**config.mk**
```make
export PLATFORM = sky130hd
export DESIGN_NAME = aspm_port
export DESIGN_NICKNAME = d
export VERILOG_FILES = /design/src/aspm_pkg.sv /design/src/aspm_port.sv /design/src/aspm_uart_rx.sv /design/src/aspm_uart_tx.sv
export SDC_FILE = /design/constraint.sdc
export NUM_CORES = 1
export LEC_CHECK = 0
export ABC_AREA = 1
export BUFFER_PORTS_ARGS = -buffer_cell sky130_fd_sc_hd__buf_2
export CORE_MARGIN = 5
export CORE_UTILIZATION = 28
export DETAILED_ROUTE_END_ITERATION = 8
export GPL_ROUTABILITY_DRIVEN = 0
export PLACE_DENSITY = 0.45
export SLEW_MARGIN = 10
export SYNTH_ARGS = -nofsm -noshare
export SYNTH_HDL_FRONTEND = slang
export SYNTH_SLANG_ARGS = --single-unit
```
**constraint.sdc**
```tcl
create_clock -name clk_sys_i -period 2 [get_ports clk_sys_i]
set_input_delay 0.3 -clock clk_sys_i [delete_from_list [all_inputs] [get_ports clk_sys_i]]
set_output_delay 0.3 -clock clk_sys_i [all_outputs]
set_load 0.05 [all_outputs]
```
**src/aspm_pkg.sv**
```systemverilog
/*
  Shared constants for the asynchronous port block: timing, register map,
  field positions, framing and modem handshake states.
  Assumes a single 10 MHz system clock.
*/
// Operation
// Hold DTR on while waiting for calls
// Ignore ring indicator; detect calls by DSR
// DSR on starts ten-second carrier wait
// Carrier seen in time means connected
// No carrier in time drops DTR
// DSR off after hang-up restores DTR
// Carrier loss while connected restarts timeout
// Carrier still lost at timeout drops DTR
// Modem answers ringing call, raises DSR
// Modem hangs up, then drops DSR
// Modem never answers on DTR alone
// Start bit, eight data bits LSB first
// Optional even parity, then one stop
// Transmit light while master and sending
// Receive light while receiving a message
// Both lights while polling or soliciting
// Pending light while message waits unmastered
// Activity light on, blinks off per character
// Fault light half second per NAK
// Fault flashes 1 Hz duplicate, steady hardware
// RTS always full duplex, permit half duplex
// Transmit only while CTS on, pause otherwise
// No transmit or receive without DSR
// Accept received characters only with carrier
// Timeout is a parameterised cycle counter
// Static parity enable shared by both framers
package aspm_pkg;
  localparam int CLK_HZ           = 10_000_000;
  localparam int ANSWER_TIMEOUT_S = 10;
  localparam int ANSWER_TIMEOUT_CYC = ANSWER_TIMEOUT_S * CLK_HZ;
  localparam int FAULT_LIT_MS     = 500;
  localparam int FAULT_LIT_CYC    = FAULT_LIT_MS * (CLK_HZ / 1000);
  localparam int DUP_FLASH_HZ     = 1;
  localparam int DUP_HALF_CYC     = CLK_HZ / (2 * DUP_FLASH_HZ);
  localparam int ACT_BLINK_MS     = 20;
  localparam int ACT_BLINK_CYC    = ACT_BLINK_MS * (CLK_HZ / 1000);
  localparam int BAUD_RATE        = 9600;
  localparam int OVERSAMPLE       = 16;
  localparam int BAUD_DIV_DEF     = CLK_HZ / (BAUD_RATE * OVERSAMPLE);

  localparam logic [3:0] MID_TICK = 4'h7;
  localparam logic [3:0] END_TICK = 4'hF;
  localparam logic [3:0] BITS_PAR = 4'hA;
  localparam logic [3:0] BITS_NOP = 4'h9;
  localparam logic [7:0] DLE_CHAR = 8'h10;
  localparam logic [7:0] NAK_CHAR = 8'h15;

  localparam logic [7:0] REG_CTRL = 8'h00;
  localparam logic [7:0] REG_STAT = 8'h04;
  localparam logic [7:0] REG_TXD  = 8'h08;
  localparam logic [7:0] REG_RXD  = 8'h0C;

  localparam int CTRL_W        = 10;
  localparam logic [CTRL_W-1:0] CTRL_RESET = 10'h000;
  localparam int CTRL_PARITY   = 0;
  localparam int CTRL_HALFDUP  = 1;
  localparam int CTRL_PERMIT   = 2;
  localparam int CTRL_MASTER   = 3;
  localparam int CTRL_SENDING  = 4;
  localparam int CTRL_RECEIVING = 5;
  localparam int CTRL_POLLING  = 6;
  localparam int CTRL_PENDING  = 7;
  localparam int CTRL_DUPLICATE = 8;
  localparam int CTRL_HWFAULT  = 9;

  localparam int STAT_W = 10;

  // Sync order {dcd, dsr, cts, rxd}; line idles high
  localparam logic [3:0] SYNC_RESET = 4'h1;

  typedef enum logic [2:0] {
    MDM_WAIT_CALL,
    MDM_ANSWER,
    MDM_CONNECTED,
    MDM_CARRIER_LOST,
    MDM_HANGUP
  } aspm_modem_e;
endpackage

```
**src/aspm_port.sv**
```systemverilog
/*
  Asynchronous port: modem answer handshake, character framing, register
  bank on classic Wishbone and front-panel indicator drive.
  Assumes a 10 MHz clock and modem lines arriving unsynchronised.
*/
// Decided for this implementation: the address map and the Wishbone slave port.
`timescale 1ns/1ps
module aspm_port
  import aspm_pkg::*;
#(
  parameter int TIMEOUT_CYC  = ANSWER_TIMEOUT_CYC,
  parameter int FAULT_CYC    = FAULT_LIT_CYC,
  parameter int DUP_HALF     = DUP_HALF_CYC,
  parameter int BLINK_CYC    = ACT_BLINK_CYC,
  parameter int BAUD_DIV     = BAUD_DIV_DEF
) (
  input  wire logic        clk_sys_i,
  input  wire logic        srst_i,
  input  wire logic        wb_cyc_i,
  input  wire logic        wb_stb_i,
  input  wire logic        wb_we_i,
  input  wire logic [7:0]  wb_adr_i,
  input  wire logic [3:0]  wb_sel_i,
  input  wire logic [31:0] wb_dat_i,
  output logic      [31:0] wb_dat_o,
  output logic             wb_ack_o,
  input  wire logic        rxd_i,
  input  wire logic        cts_i,
  input  wire logic        dsr_i,
  input  wire logic        dcd_i,
  output logic             txd_o,
  output logic             rts_o,
  output logic             dtr_o,
  output logic             power_indicator_o,
  output logic             net_transmit_indicator_o,
  output logic             net_receive_indicator_o,
  output logic             pending_message_indicator_o,
  output logic             link_activity_indicator_o,
  output logic             fault_indicator_o
);
  localparam int TW = $clog2(TIMEOUT_CYC + 1);
  localparam int FW = $clog2(FAULT_CYC + 1);
  localparam int DW = $clog2(DUP_HALF + 1);
  localparam int BW = $clog2(BLINK_CYC + 1);
  localparam int VW = $clog2(BAUD_DIV + 1);

  if (TIMEOUT_CYC < 2 || FAULT_CYC < 2 || DUP_HALF < 2 || BLINK_CYC < 2 || BAUD_DIV < 2) begin : g_bad
    $error("aspm_port: counts must be at least 2");
  end

  function automatic logic is_nak(input logic prev_dle, input logic [7:0] ch);
    is_nak = prev_dle && (ch == NAK_CHAR);
  endfunction

  // Input synchronisers
  logic [3:0] s1_reg;
  logic [3:0] s2_reg;
  logic [3:0] s3_reg;
  logic [3:0] filt_reg;
  logic       rxd_s;
  logic       cts_s;
  logic       dsr_s;
  logic       dcd_s;

  // Bit-rate divider
  logic [VW-1:0] div_reg;
  logic          tick_reg;

  // Registers and data path
  logic [CTRL_W-1:0] ctrl_reg;
  logic [STAT_W-1:0] stat_w;
  logic              req;
  logic              wr_req;
  logic              rd_req;
  logic [7:0]        txq_reg;
  logic              txq_full_reg;
  logic              tx_start;
  logic              tx_busy;
  logic              tx_ok;
  logic              rx_ok;
  logic              rx_valid;
  logic              rx_perr;
  logic [7:0]        rx_data;
  logic              rx_take;
  logic [7:0]        rxh_reg;
  logic              rx_full_reg;
  logic              perr_reg;
  logic              ovr_reg;
  logic              tx_dle_reg;
  logic              rx_dle_reg;
  logic              nak_ev;

  // Modem handshake
  aspm_modem_e       mdm_reg;
  aspm_modem_e       mdm_next;
  logic [TW-1:0]     tmo_reg;
  logic              tmo_load;
  logic              tmo_done;

  // Indicators
  logic [FW-1:0]     fault_cnt_reg;
  logic [DW-1:0]     dup_cnt_reg;
  logic              dup_phase_reg;
  logic [BW-1:0]     blink_cnt_reg;

  assign rxd_s = filt_reg[0];
  assign cts_s = filt_reg[1];
  assign dsr_s = filt_reg[2];
  assign dcd_s = filt_reg[3];

  // No ring input; calls sensed by DSR
  always_ff @(posedge clk_sys_i) begin
    if (srst_i) begin
      s1_reg   <= SYNC_RESET;
      s2_reg   <= SYNC_RESET;
      s3_reg   <= SYNC_RESET;
      filt_reg <= SYNC_RESET;
    end else begin
      s1_reg   <= {dcd_i, dsr_i, cts_i, rxd_i};
      s2_reg   <= s1_reg;
      s3_reg   <= s2_reg;
      filt_reg <= (s2_reg & ~(s2_reg ^ s3_reg)) | (filt_reg & (s2_reg ^ s3_reg));
    end
  end

  always_ff @(posedge clk_sys_i) begin
    if (srst_i) begin
      div_reg  <= '0;
      tick_reg <= 1'b0;
    end else if (div_reg == VW'(BAUD_DIV - 1)) begin
      div_reg  <= '0;
      tick_reg <= 1'b1;
    end else begin
      div_reg  <= div_reg + VW'(1);
      tick_reg <= 1'b0;
    end
  end

  // Wishbone slave, answers one cycle after the request
  assign req    = wb_cyc_i && wb_stb_i && !wb_ack_o;
  assign wr_req = req && wb_we_i;
  assign rd_req = req && !wb_we_i;

  assign stat_w = {ovr_reg, perr_reg, rx_full_reg, tx_busy, txq_full_reg,
                   mdm_reg == MDM_CONNECTED, cts_s, dcd_s, dsr_s, dtr_o};

  always_ff @(posedge clk_sys_i) begin
    if (srst_i) begin
      wb_ack_o <= 1'b0;
      wb_dat_o <= 32'h0000_0000;
    end else begin
      wb_ack_o <= req;
      if (rd_req) begin
        case (wb_adr_i & 8'hFC)
          REG_CTRL: wb_dat_o <= {{(32 - CTRL_W){1'b0}}, ctrl_reg};
          REG_STAT: wb_dat_o <= {{(32 - STAT_W){1'b0}}, stat_w};
          REG_RXD:  wb_dat_o <= {24'h00_0000, rxh_reg};
          default:  wb_dat_o <= 32'h0000_0000;
        endcase
      end
    end
  end

  // Parity select is software set, static
  always_ff @(posedge clk_sys_i) begin
    if (srst_i) begin
      ctrl_reg <= CTRL_RESET;
    end else if (wr_req && (wb_adr_i & 8'hFC) == REG_CTRL) begin
      if (wb_sel_i[0]) begin
        ctrl_reg[7:0] <= wb_dat_i[7:0];
      end
      if (wb_sel_i[1]) begin
        ctrl_reg[CTRL_W-1:8] <= wb_dat_i[CTRL_W-1:8];
      end
    end
  end

  // Transmit needs DSR and CTS
  // Full duplex also waits for carrier
  assign tx_ok = dsr_s && cts_s && (ctrl_reg[CTRL_HALFDUP] || dcd_s);
  // Receive needs DSR and carrier
  assign rx_ok = dsr_s && dcd_s;
  assign tx_start = txq_full_reg && !tx_busy && tx_ok;
  assign rx_take  = rx_valid && rx_ok;

  // One-byte holding slot; writes to a full slot are dropped
  always_ff @(posedge clk_sys_i) begin
    if (srst_i) begin
      txq_reg      <= 8'h00;
      txq_full_reg <= 1'b0;
    end else if (wr_req && (wb_adr_i & 8'hFC) == REG_TXD && wb_sel_i[0] && !txq_full_reg) begin
      txq_reg      <= wb_dat_i[7:0];
      txq_full_reg <= 1'b1;
    end else if (tx_start) begin
      txq_full_reg <= 1'b0;
    end
  end

  aspm_uart_tx u_tx (
    .clk_sys_i   (clk_sys_i),
    .srst_i      (srst_i),
    .tick_i      (tick_reg),
    .run_i       (cts_s && dsr_s),
    .parity_en_i (ctrl_reg[CTRL_PARITY]),
    .start_i     (tx_start),
    .data_i      (txq_reg),
    .busy_o      (tx_busy),
    .txd_o       (txd_o)
  );

  aspm_uart_rx u_rx (
    .clk_sys_i   (clk_sys_i),
    .srst_i      (srst_i),
    .tick_i      (tick_reg),
    .rxd_i       (rxd_s),
    .parity_en_i (ctrl_reg[CTRL_PARITY]),
    .valid_o     (rx_valid),
    .perr_o      (rx_perr),
    .data_o      (rx_data)
  );

  // Set wins over the clear by an RXD read
  always_ff @(posedge clk_sys_i) begin
    if (srst_i) begin
      rxh_reg     <= 8'h00;
      rx_full_reg <= 1'b0;
      perr_reg    <= 1'b0;
      ovr_reg     <= 1'b0;
    end else if (rx_take) begin
      rxh_reg     <= rx_data;
      rx_full_reg <= 1'b1;
      perr_reg    <= perr_reg || rx_perr;
      ovr_reg     <= ovr_reg || rx_full_reg;
    end else if (rd_req && (wb_adr_i & 8'hFC) == REG_RXD) begin
      rx_full_reg <= 1'b0;
      perr_reg    <= 1'b0;
      ovr_reg     <= 1'b0;
    end
  end

  // Escape-NAK pairs in either direction
  assign nak_ev = (tx_start && is_nak(tx_dle_reg, txq_reg)) ||
                  (rx_take && is_nak(rx_dle_reg, rx_data));

  always_ff @(posedge clk_sys_i) begin
    if (srst_i) begin
      tx_dle_reg <= 1'b0;
      rx_dle_reg <= 1'b0;
    end else begin
      if (tx_start) begin
        tx_dle_reg <= (txq_reg == DLE_CHAR) && !tx_dle_reg;
      end
      if (rx_take) begin
        rx_dle_reg <= (rx_data == DLE_CHAR) && !rx_dle_reg;
      end
    end
  end

  // Answer and carrier supervision
  always_comb begin
    mdm_next = mdm_reg;
    tmo_load = 1'b0;
    case (mdm_reg)
      MDM_WAIT_CALL: begin
        // DSR starts the carrier wait
        if (dsr_s) begin
          mdm_next = MDM_ANSWER;
          tmo_load = 1'b1;
        end
      end
      MDM_ANSWER: begin
        if (!dsr_s) begin
          mdm_next = MDM_WAIT_CALL;
        // Carrier in time connects
        end else if (dcd_s) begin
          mdm_next = MDM_CONNECTED;
        // No carrier, force hang-up
        end else if (tmo_done) begin
          mdm_next = MDM_HANGUP;
        end
      end
      MDM_CONNECTED: begin
        if (!dsr_s) begin
          mdm_next = MDM_WAIT_CALL;
        // Carrier loss restarts timeout
        end else if (!dcd_s) begin
          mdm_next = MDM_CARRIER_LOST;
          tmo_load = 1'b1;
        end
      end
      MDM_CARRIER_LOST: begin
        if (!dsr_s) begin
          mdm_next = MDM_WAIT_CALL;
        end else if (dcd_s) begin
          mdm_next = MDM_CONNECTED;
        // Still lost, begin hang-up
        end else if (tmo_done) begin
          mdm_next = MDM_HANGUP;
        end
      end
      MDM_HANGUP: begin
        // DSR off, wait for next call
        if (!dsr_s) begin
          mdm_next = MDM_WAIT_CALL;
        end
      end
      default: mdm_next = MDM_WAIT_CALL;
    endcase
  end

  always_ff @(posedge clk_sys_i) begin
    if (srst_i) begin
      mdm_reg <= MDM_WAIT_CALL;
      dtr_o   <= 1'b0;
    end else begin
      mdm_reg <= mdm_next;
      // DTR off only in hang-up
      dtr_o   <= (mdm_next != MDM_HANGUP);
    end
  end

  // Down-counter, length is a parameter
  assign tmo_done = (tmo_reg == '0);

  always_ff @(posedge clk_sys_i) begin
    if (srst_i) begin
      tmo_reg <= '0;
    end else if (tmo_load) begin
      tmo_reg <= TW'(TIMEOUT_CYC - 1);
    end else if (!tmo_done) begin
      tmo_reg <= tmo_reg - TW'(1);
    end
  end

  // RTS from duplex mode and permit
  always_ff @(posedge clk_sys_i) begin
    if (srst_i) begin
      rts_o <= 1'b0;
    end else begin
      rts_o <= !ctrl_reg[CTRL_HALFDUP] || ctrl_reg[CTRL_PERMIT];
    end
  end

  always_ff @(posedge clk_sys_i) begin
    if (srst_i) begin
      fault_cnt_reg <= '0;
    end else if (nak_ev) begin
      fault_cnt_reg <= FW'(FAULT_CYC);
    end else if (fault_cnt_reg != '0) begin
      fault_cnt_reg <= fault_cnt_reg - FW'(1);
    end
  end

  // Half-period toggle gives the slow flash
  always_ff @(posedge clk_sys_i) begin
    if (srst_i || !ctrl_reg[CTRL_DUPLICATE]) begin
      dup_cnt_reg   <= '0;
      dup_phase_reg <= 1'b0;
    end else if (dup_cnt_reg == DW'(DUP_HALF - 1)) begin
      dup_cnt_reg   <= '0;
      dup_phase_reg <= !dup_phase_reg;
    end else begin
      dup_cnt_reg   <= dup_cnt_reg + DW'(1);
    end
  end

  // Retriggered per character so busy traffic looks like flicker
  always_ff @(posedge clk_sys_i) begin
    if (srst_i) begin
      blink_cnt_reg <= '0;
    end else if (tx_start || rx_take) begin
      blink_cnt_reg <= BW'(BLINK_CYC);
    end else if (blink_cnt_reg != '0) begin
      blink_cnt_reg <= blink_cnt_reg - BW'(1);
    end
  end

  always_ff @(posedge clk_sys_i) begin
    if (srst_i) begin
      power_indicator_o           <= 1'b0;
      net_transmit_indicator_o    <= 1'b0;
      net_receive_indicator_o     <= 1'b0;
      pending_message_indicator_o <= 1'b0;
      link_activity_indicator_o   <= 1'b0;
      fault_indicator_o           <= 1'b0;
    end else begin
      power_indicator_o <= 1'b1;
      // Transmit light
      net_transmit_indicator_o <= (ctrl_reg[CTRL_MASTER] && ctrl_reg[CTRL_SENDING]) ||
                                  (ctrl_reg[CTRL_MASTER] && ctrl_reg[CTRL_POLLING]);
      // Receive light
      net_receive_indicator_o <= ctrl_reg[CTRL_RECEIVING] ||
                                 (ctrl_reg[CTRL_MASTER] && ctrl_reg[CTRL_POLLING]);
      // Waiting for mastership
      pending_message_indicator_o <= ctrl_reg[CTRL_PENDING] && !ctrl_reg[CTRL_MASTER];
      // DSR shows cable, blink per character
      link_activity_indicator_o <= dsr_s && (blink_cnt_reg == '0);
      // Steady fault beats flash
      fault_indicator_o <= ctrl_reg[CTRL_HWFAULT] || (fault_cnt_reg != '0) ||
                           (ctrl_reg[CTRL_DUPLICATE] && dup_phase_reg);
    end
  end
endmodule

```
**src/aspm_uart_rx.sv**
```systemverilog
/*
  Serial character receiver with optional even parity check.
  Assumes a synchronised line and a 16x bit-rate enable pulse.
*/
`timescale 1ns/1ps
module aspm_uart_rx
  import aspm_pkg::*;
(
  input  wire logic       clk_sys_i,
  input  wire logic       srst_i,
  input  wire logic       tick_i,
  input  wire logic       rxd_i,
  input  wire logic       parity_en_i,
  output logic            valid_o,
  output logic            perr_o,
  output logic [7:0]      data_o
);
  logic       active_reg;
  logic       par_reg;
  logic [3:0] bits_reg;
  logic [3:0] sub_reg;
  logic [7:0] shift_reg;

  always_ff @(posedge clk_sys_i) begin
    if (srst_i) begin
      active_reg <= 1'b0;
      par_reg    <= 1'b0;
      bits_reg   <= 4'h0;
      sub_reg    <= 4'h0;
      shift_reg  <= 8'h00;
      valid_o    <= 1'b0;
      perr_o     <= 1'b0;
      data_o     <= 8'h00;
    end else begin
      valid_o <= 1'b0;
      if (tick_i && !active_reg && !rxd_i) begin
        active_reg <= 1'b1;
        bits_reg   <= 4'h0;
        sub_reg    <= 4'h0;
      end else if (tick_i && active_reg) begin
        sub_reg <= sub_reg + 4'h1;
        if (sub_reg == MID_TICK) begin
          bits_reg <= bits_reg + 4'h1;
          // Start, data, parity, stop
          if (bits_reg == 4'h0) begin
            active_reg <= !rxd_i;
          end else if (bits_reg <= 4'h8) begin
            shift_reg <= {rxd_i, shift_reg[7:1]};
          end else if (parity_en_i && bits_reg == BITS_NOP) begin
            par_reg <= rxd_i;
          end else begin
            // Framing error drops the character
            active_reg <= 1'b0;
            valid_o    <= rxd_i;
            data_o     <= shift_reg;
            perr_o     <= parity_en_i && ((^shift_reg) != par_reg);
          end
        end
      end
    end
  end
endmodule

```
**src/aspm_uart_tx.sv**
```systemverilog
/*
  Serial character transmitter with optional even parity.
  Assumes a 16x bit-rate enable pulse and a run level from the parent.
*/
`timescale 1ns/1ps
module aspm_uart_tx
  import aspm_pkg::*;
(
  input  wire logic       clk_sys_i,
  input  wire logic       srst_i,
  input  wire logic       tick_i,
  input  wire logic       run_i,
  input  wire logic       parity_en_i,
  input  wire logic       start_i,
  input  wire logic [7:0] data_i,
  output logic            busy_o,
  output logic            txd_o
);
  logic [9:0] shift_reg;
  logic [3:0] bits_reg;
  logic [3:0] sub_reg;

  always_ff @(posedge clk_sys_i) begin
    if (srst_i) begin
      busy_o    <= 1'b0;
      txd_o     <= 1'b1;
      shift_reg <= 10'h3FF;
      bits_reg  <= 4'h0;
      sub_reg   <= 4'h0;
    end else if (!busy_o) begin
      if (start_i) begin
        // LSB first, parity, one stop
        busy_o    <= 1'b1;
        txd_o     <= 1'b0;
        shift_reg <= {1'b1, parity_en_i ? ^data_i : 1'b1, data_i};
        bits_reg  <= parity_en_i ? BITS_PAR : BITS_NOP;
        sub_reg   <= 4'h0;
      end
    // Stalls mid-bit while CTS is off
    end else if (tick_i && run_i) begin
      sub_reg <= sub_reg + 4'h1;
      if (sub_reg == END_TICK) begin
        if (bits_reg == 4'h0) begin
          busy_o <= 1'b0;
        end else begin
          txd_o     <= shift_reg[0];
          shift_reg <= {1'b1, shift_reg[9:1]};
          bits_reg  <= bits_reg - 4'h1;
        end
      end
    end
  end
endmodule
```
==> results.cfg <==
[run_status]
outcome = complete, no violations

[drt]
wl_per_cell_microns = 13.3
drcViolationCount = 0
vias_per_cell = 4.57
ant_nets = 0
routed_wl_microns = 27300
num_vias = 9354
drtIter0Drc = 462
drtPass1Iterations = 4

[power_and_ir_drop]
internal_power_uw = 10200
p_seq_share_pct = 32.7
power_frac_comb_pct = 39.4
clkPwrFrac_pct = 28.0
sw_frac_of_total_pct = 39.5
ir_worst_vdd_mv = 0.544
pwr_density_cell_mw_per_mm2 = 1390
power.leakage_uw = 0.00497
p_sw_uw = 6680

[placed_design]
placed_area_sq_mm = 0.0113
place_inst = 1995
dpl.hpwl_microns = 20400
io_buffers = 46
place_ws_ns = 0.0680

[cells_and_area]
antennaDiodeCount = 0
area_delta_synth_final_pct = 17.2
nNetsFinal = 1632
fill_cells = 4045
final_area_sq_mm = 0.0122
drive_gt1_share_pct = 11.3
utilization_pct = 33.3
largest_reg_flops = 27
instances_no_fill = 2045

[clock_tree]
htree_num_levels = 1
cts_setup_buffers = 0
cts_sinks = 217
cts_buffers = 27
clockRootBuffer = clkbuf_16
clock_latency_ns = 0.53
cts_buffer_depth = 3
tritoncts = done
clkTransAtPathRegs_ns = 0.06

[timing]
period_share_pct = 87.7
hold_viol = 0
final.setup.tns_ns = 0
report.final.setup_viol = 0
min_period_ns = 1.75
fin_skew_ns = 0.0112
rsz0062_at_grt = false
slew_violations = 0
fmax_ghz = 0.570
fin_ws_ns = 0.247

[floorplan]
die_area_sq_mm = 0.0411
initial_core_util_pct = 28.4
core_area_sq_mm = 0.0366
boundaryPins = 95
die_h_microns = 203
rows = 70
die_w_microns = 203

[synth]
syn_area_sq_mm = 0.0104
ys_seq_elements = 217
synth.distinct_cells = 46
synth_top_area_share_pct = 41.8
synth_ff_type = dfxtp_1
synth.avg_cell_area_sq_um = 7.04
async_reset_ff_share_pct = 0
ys_warn_count = 0
yosys.cell_count.top_type = nand2_1
synth.area.top_cells = dfxtp_1 42%, nand2_1 11%, nor2_1 7.8%, a21oi_1 7.4%, inv_1 5.3%
synth-edff-count = 0
synthTopCellsByCount = 310 x nand2_1, 217 x dfxtp_1, 216 x nor2_1
yosysTopAreaCell = dfxtp_1
synth_cells = 1476
ys_seq_area_share_pct = 41.8

[global_route]
antenna_found_initial = 0
grt_overflow = 0
grt_max_degree = 42
track_usage_pct = 13.0
grt_pass1_wl_microns = 44800
grt_pass1_vias = 8703

[hold_path]
hold_class = primary input to register

[worst_setup_path]
max_stage_delay_ns = 0.40
path_cells = inv_1 -> ha_1 -> a21oi_1 -> nand3_2 -> buf_4 -> a21oi_1
slowest_stage = dfxtp_1
worst_path_dominant_cell_family = flip-flops
reg2reg_slack_ns = 0.25
endpoint_kind = register
crit_path_start_kind = register
crit_top_cell = a21oi_1
worstSetupPathType = register to register
path_buf_inv = 2
cp_max_fo = 17
cp.required_ns = 2.46
arrival_ns = 2.21

[job]
drv_cap = 0
## cell families (layout without fill, tap and decap cells)
group                    after synthesis  after routing  synth area share, %
AND/OR/NAND/NOR                      751            751                 31.9
AO/OA/AOI/OAI                        242            242                 12.3
flip-flops                           217            217                 41.8
buffers and inverters                211            291                 8.80
XOR/XNOR                              35             35                 2.95
adder cells (fa/ha/maj)               19             19                 2.29
other                                  1             22               0.0361
## layer usage
| layer | vias up | track usage (%) | routed length [microns] |
|---|---|---|---|
| li1 | 4916 | - | - |
| met2 | 113 | 20.8 | 11900 |
| met5 | - | 0 | 0 |
| met1 | 4288 | 18.4 | 13900 |
| met4 | 0 | 3.27 | 525 |
| met3 | 37 | 1.93 | 871 |
## cell type report
cell class,instances,area (sq um),area share (%)
multi-input cells,1069,5220,42.8
flip-flops and latches,217,4340,35.7
clock buffers,43,826,6.78
repair buffers,91,593,4.87
well taps,468,586,4.81
inverters,154,578,4.74
clock inverters,3,40.0,0.329
## what timing repair did
action	CTS	global route
hold endpoints to repair	4	0
gates resized for setup	0	0
hold buffers	4	0
## through the flow
stage / power [uW] / hold slack, ns
after floorplan: 10700 / 0.388
after global placement: 12200 / 0.393
after detailed placement: 12300 / 0.398
after CTS: 17100 / 0.0401
after global routing: 18400 / 0.0765
final: 16900 / 0.0803
## cell usage in the layout (no fill, tap or decap), types with 8 or more instances in the layout
master     synthesis  final
o211ai_1           9      9
ha_1              19     19
buf_2             11     45
inv_1            146    145
o21ai_0           57     57
nor3_1            31     31
dfxtp_1          217    217
nand4_1           34     34
clkbuf_16          0     27
o21ai_1            8      8
xor2_1            18     18
nor2_2             8      8
a21oi_1          153    153
nand3b_1          10     10
or2_2             15     15
buf_4             25     41
xnor2_1           17     17
nand3_1           95     95
nand2_1          310    310
conb_1             1     22
clkbuf_8           0      9
nor2_1           216    216
## power groups by stage
| stage | Clock [uW] | Sequential (uW) | Combinational, uW |
|---|---|---|---|
| after floorplan | 0 | 5470 | 5250 |
| after global placement | 0 | 5620 | 6600 |
| after detailed placement | 0 | 5610 | 6640 |
| after CTS | 4930 | 5520 | 6680 |
| after global routing | 5130 | 5620 | 7660 |
| final | 4730 | 5530 | 6660 |
## worst reg2reg max path: cells and delay by family, from the launching register on
kind	cells	cell delay [ns]
fa+ha+maj	1	0.21
compound gates	2	0.40
simple gates	1	0.33
buf+inv	2	0.34
flops	1	0.40
## final timing paths
check                                                   end                          start  depth (start not counted)
worst min register to register         s2_reg[2]$_SDFF_PP0_           s1_reg[2]$_SDFF_PP0_                          2
worst max register to register  u_rx.data_o[0]$_SDFFE_PP0P_  u_rx.bits_reg[0]$_SDFFE_PP0P_                          6
worst min-delay path                txq_reg[6]$_SDFFE_PP0P_                    wb_dat_i[6]                          3
worst max-delay path            u_rx.data_o[0]$_SDFFE_PP0P_  u_rx.bits_reg[0]$_SDFFE_PP0P_                          6
Power figures use the tool's default switching activity.
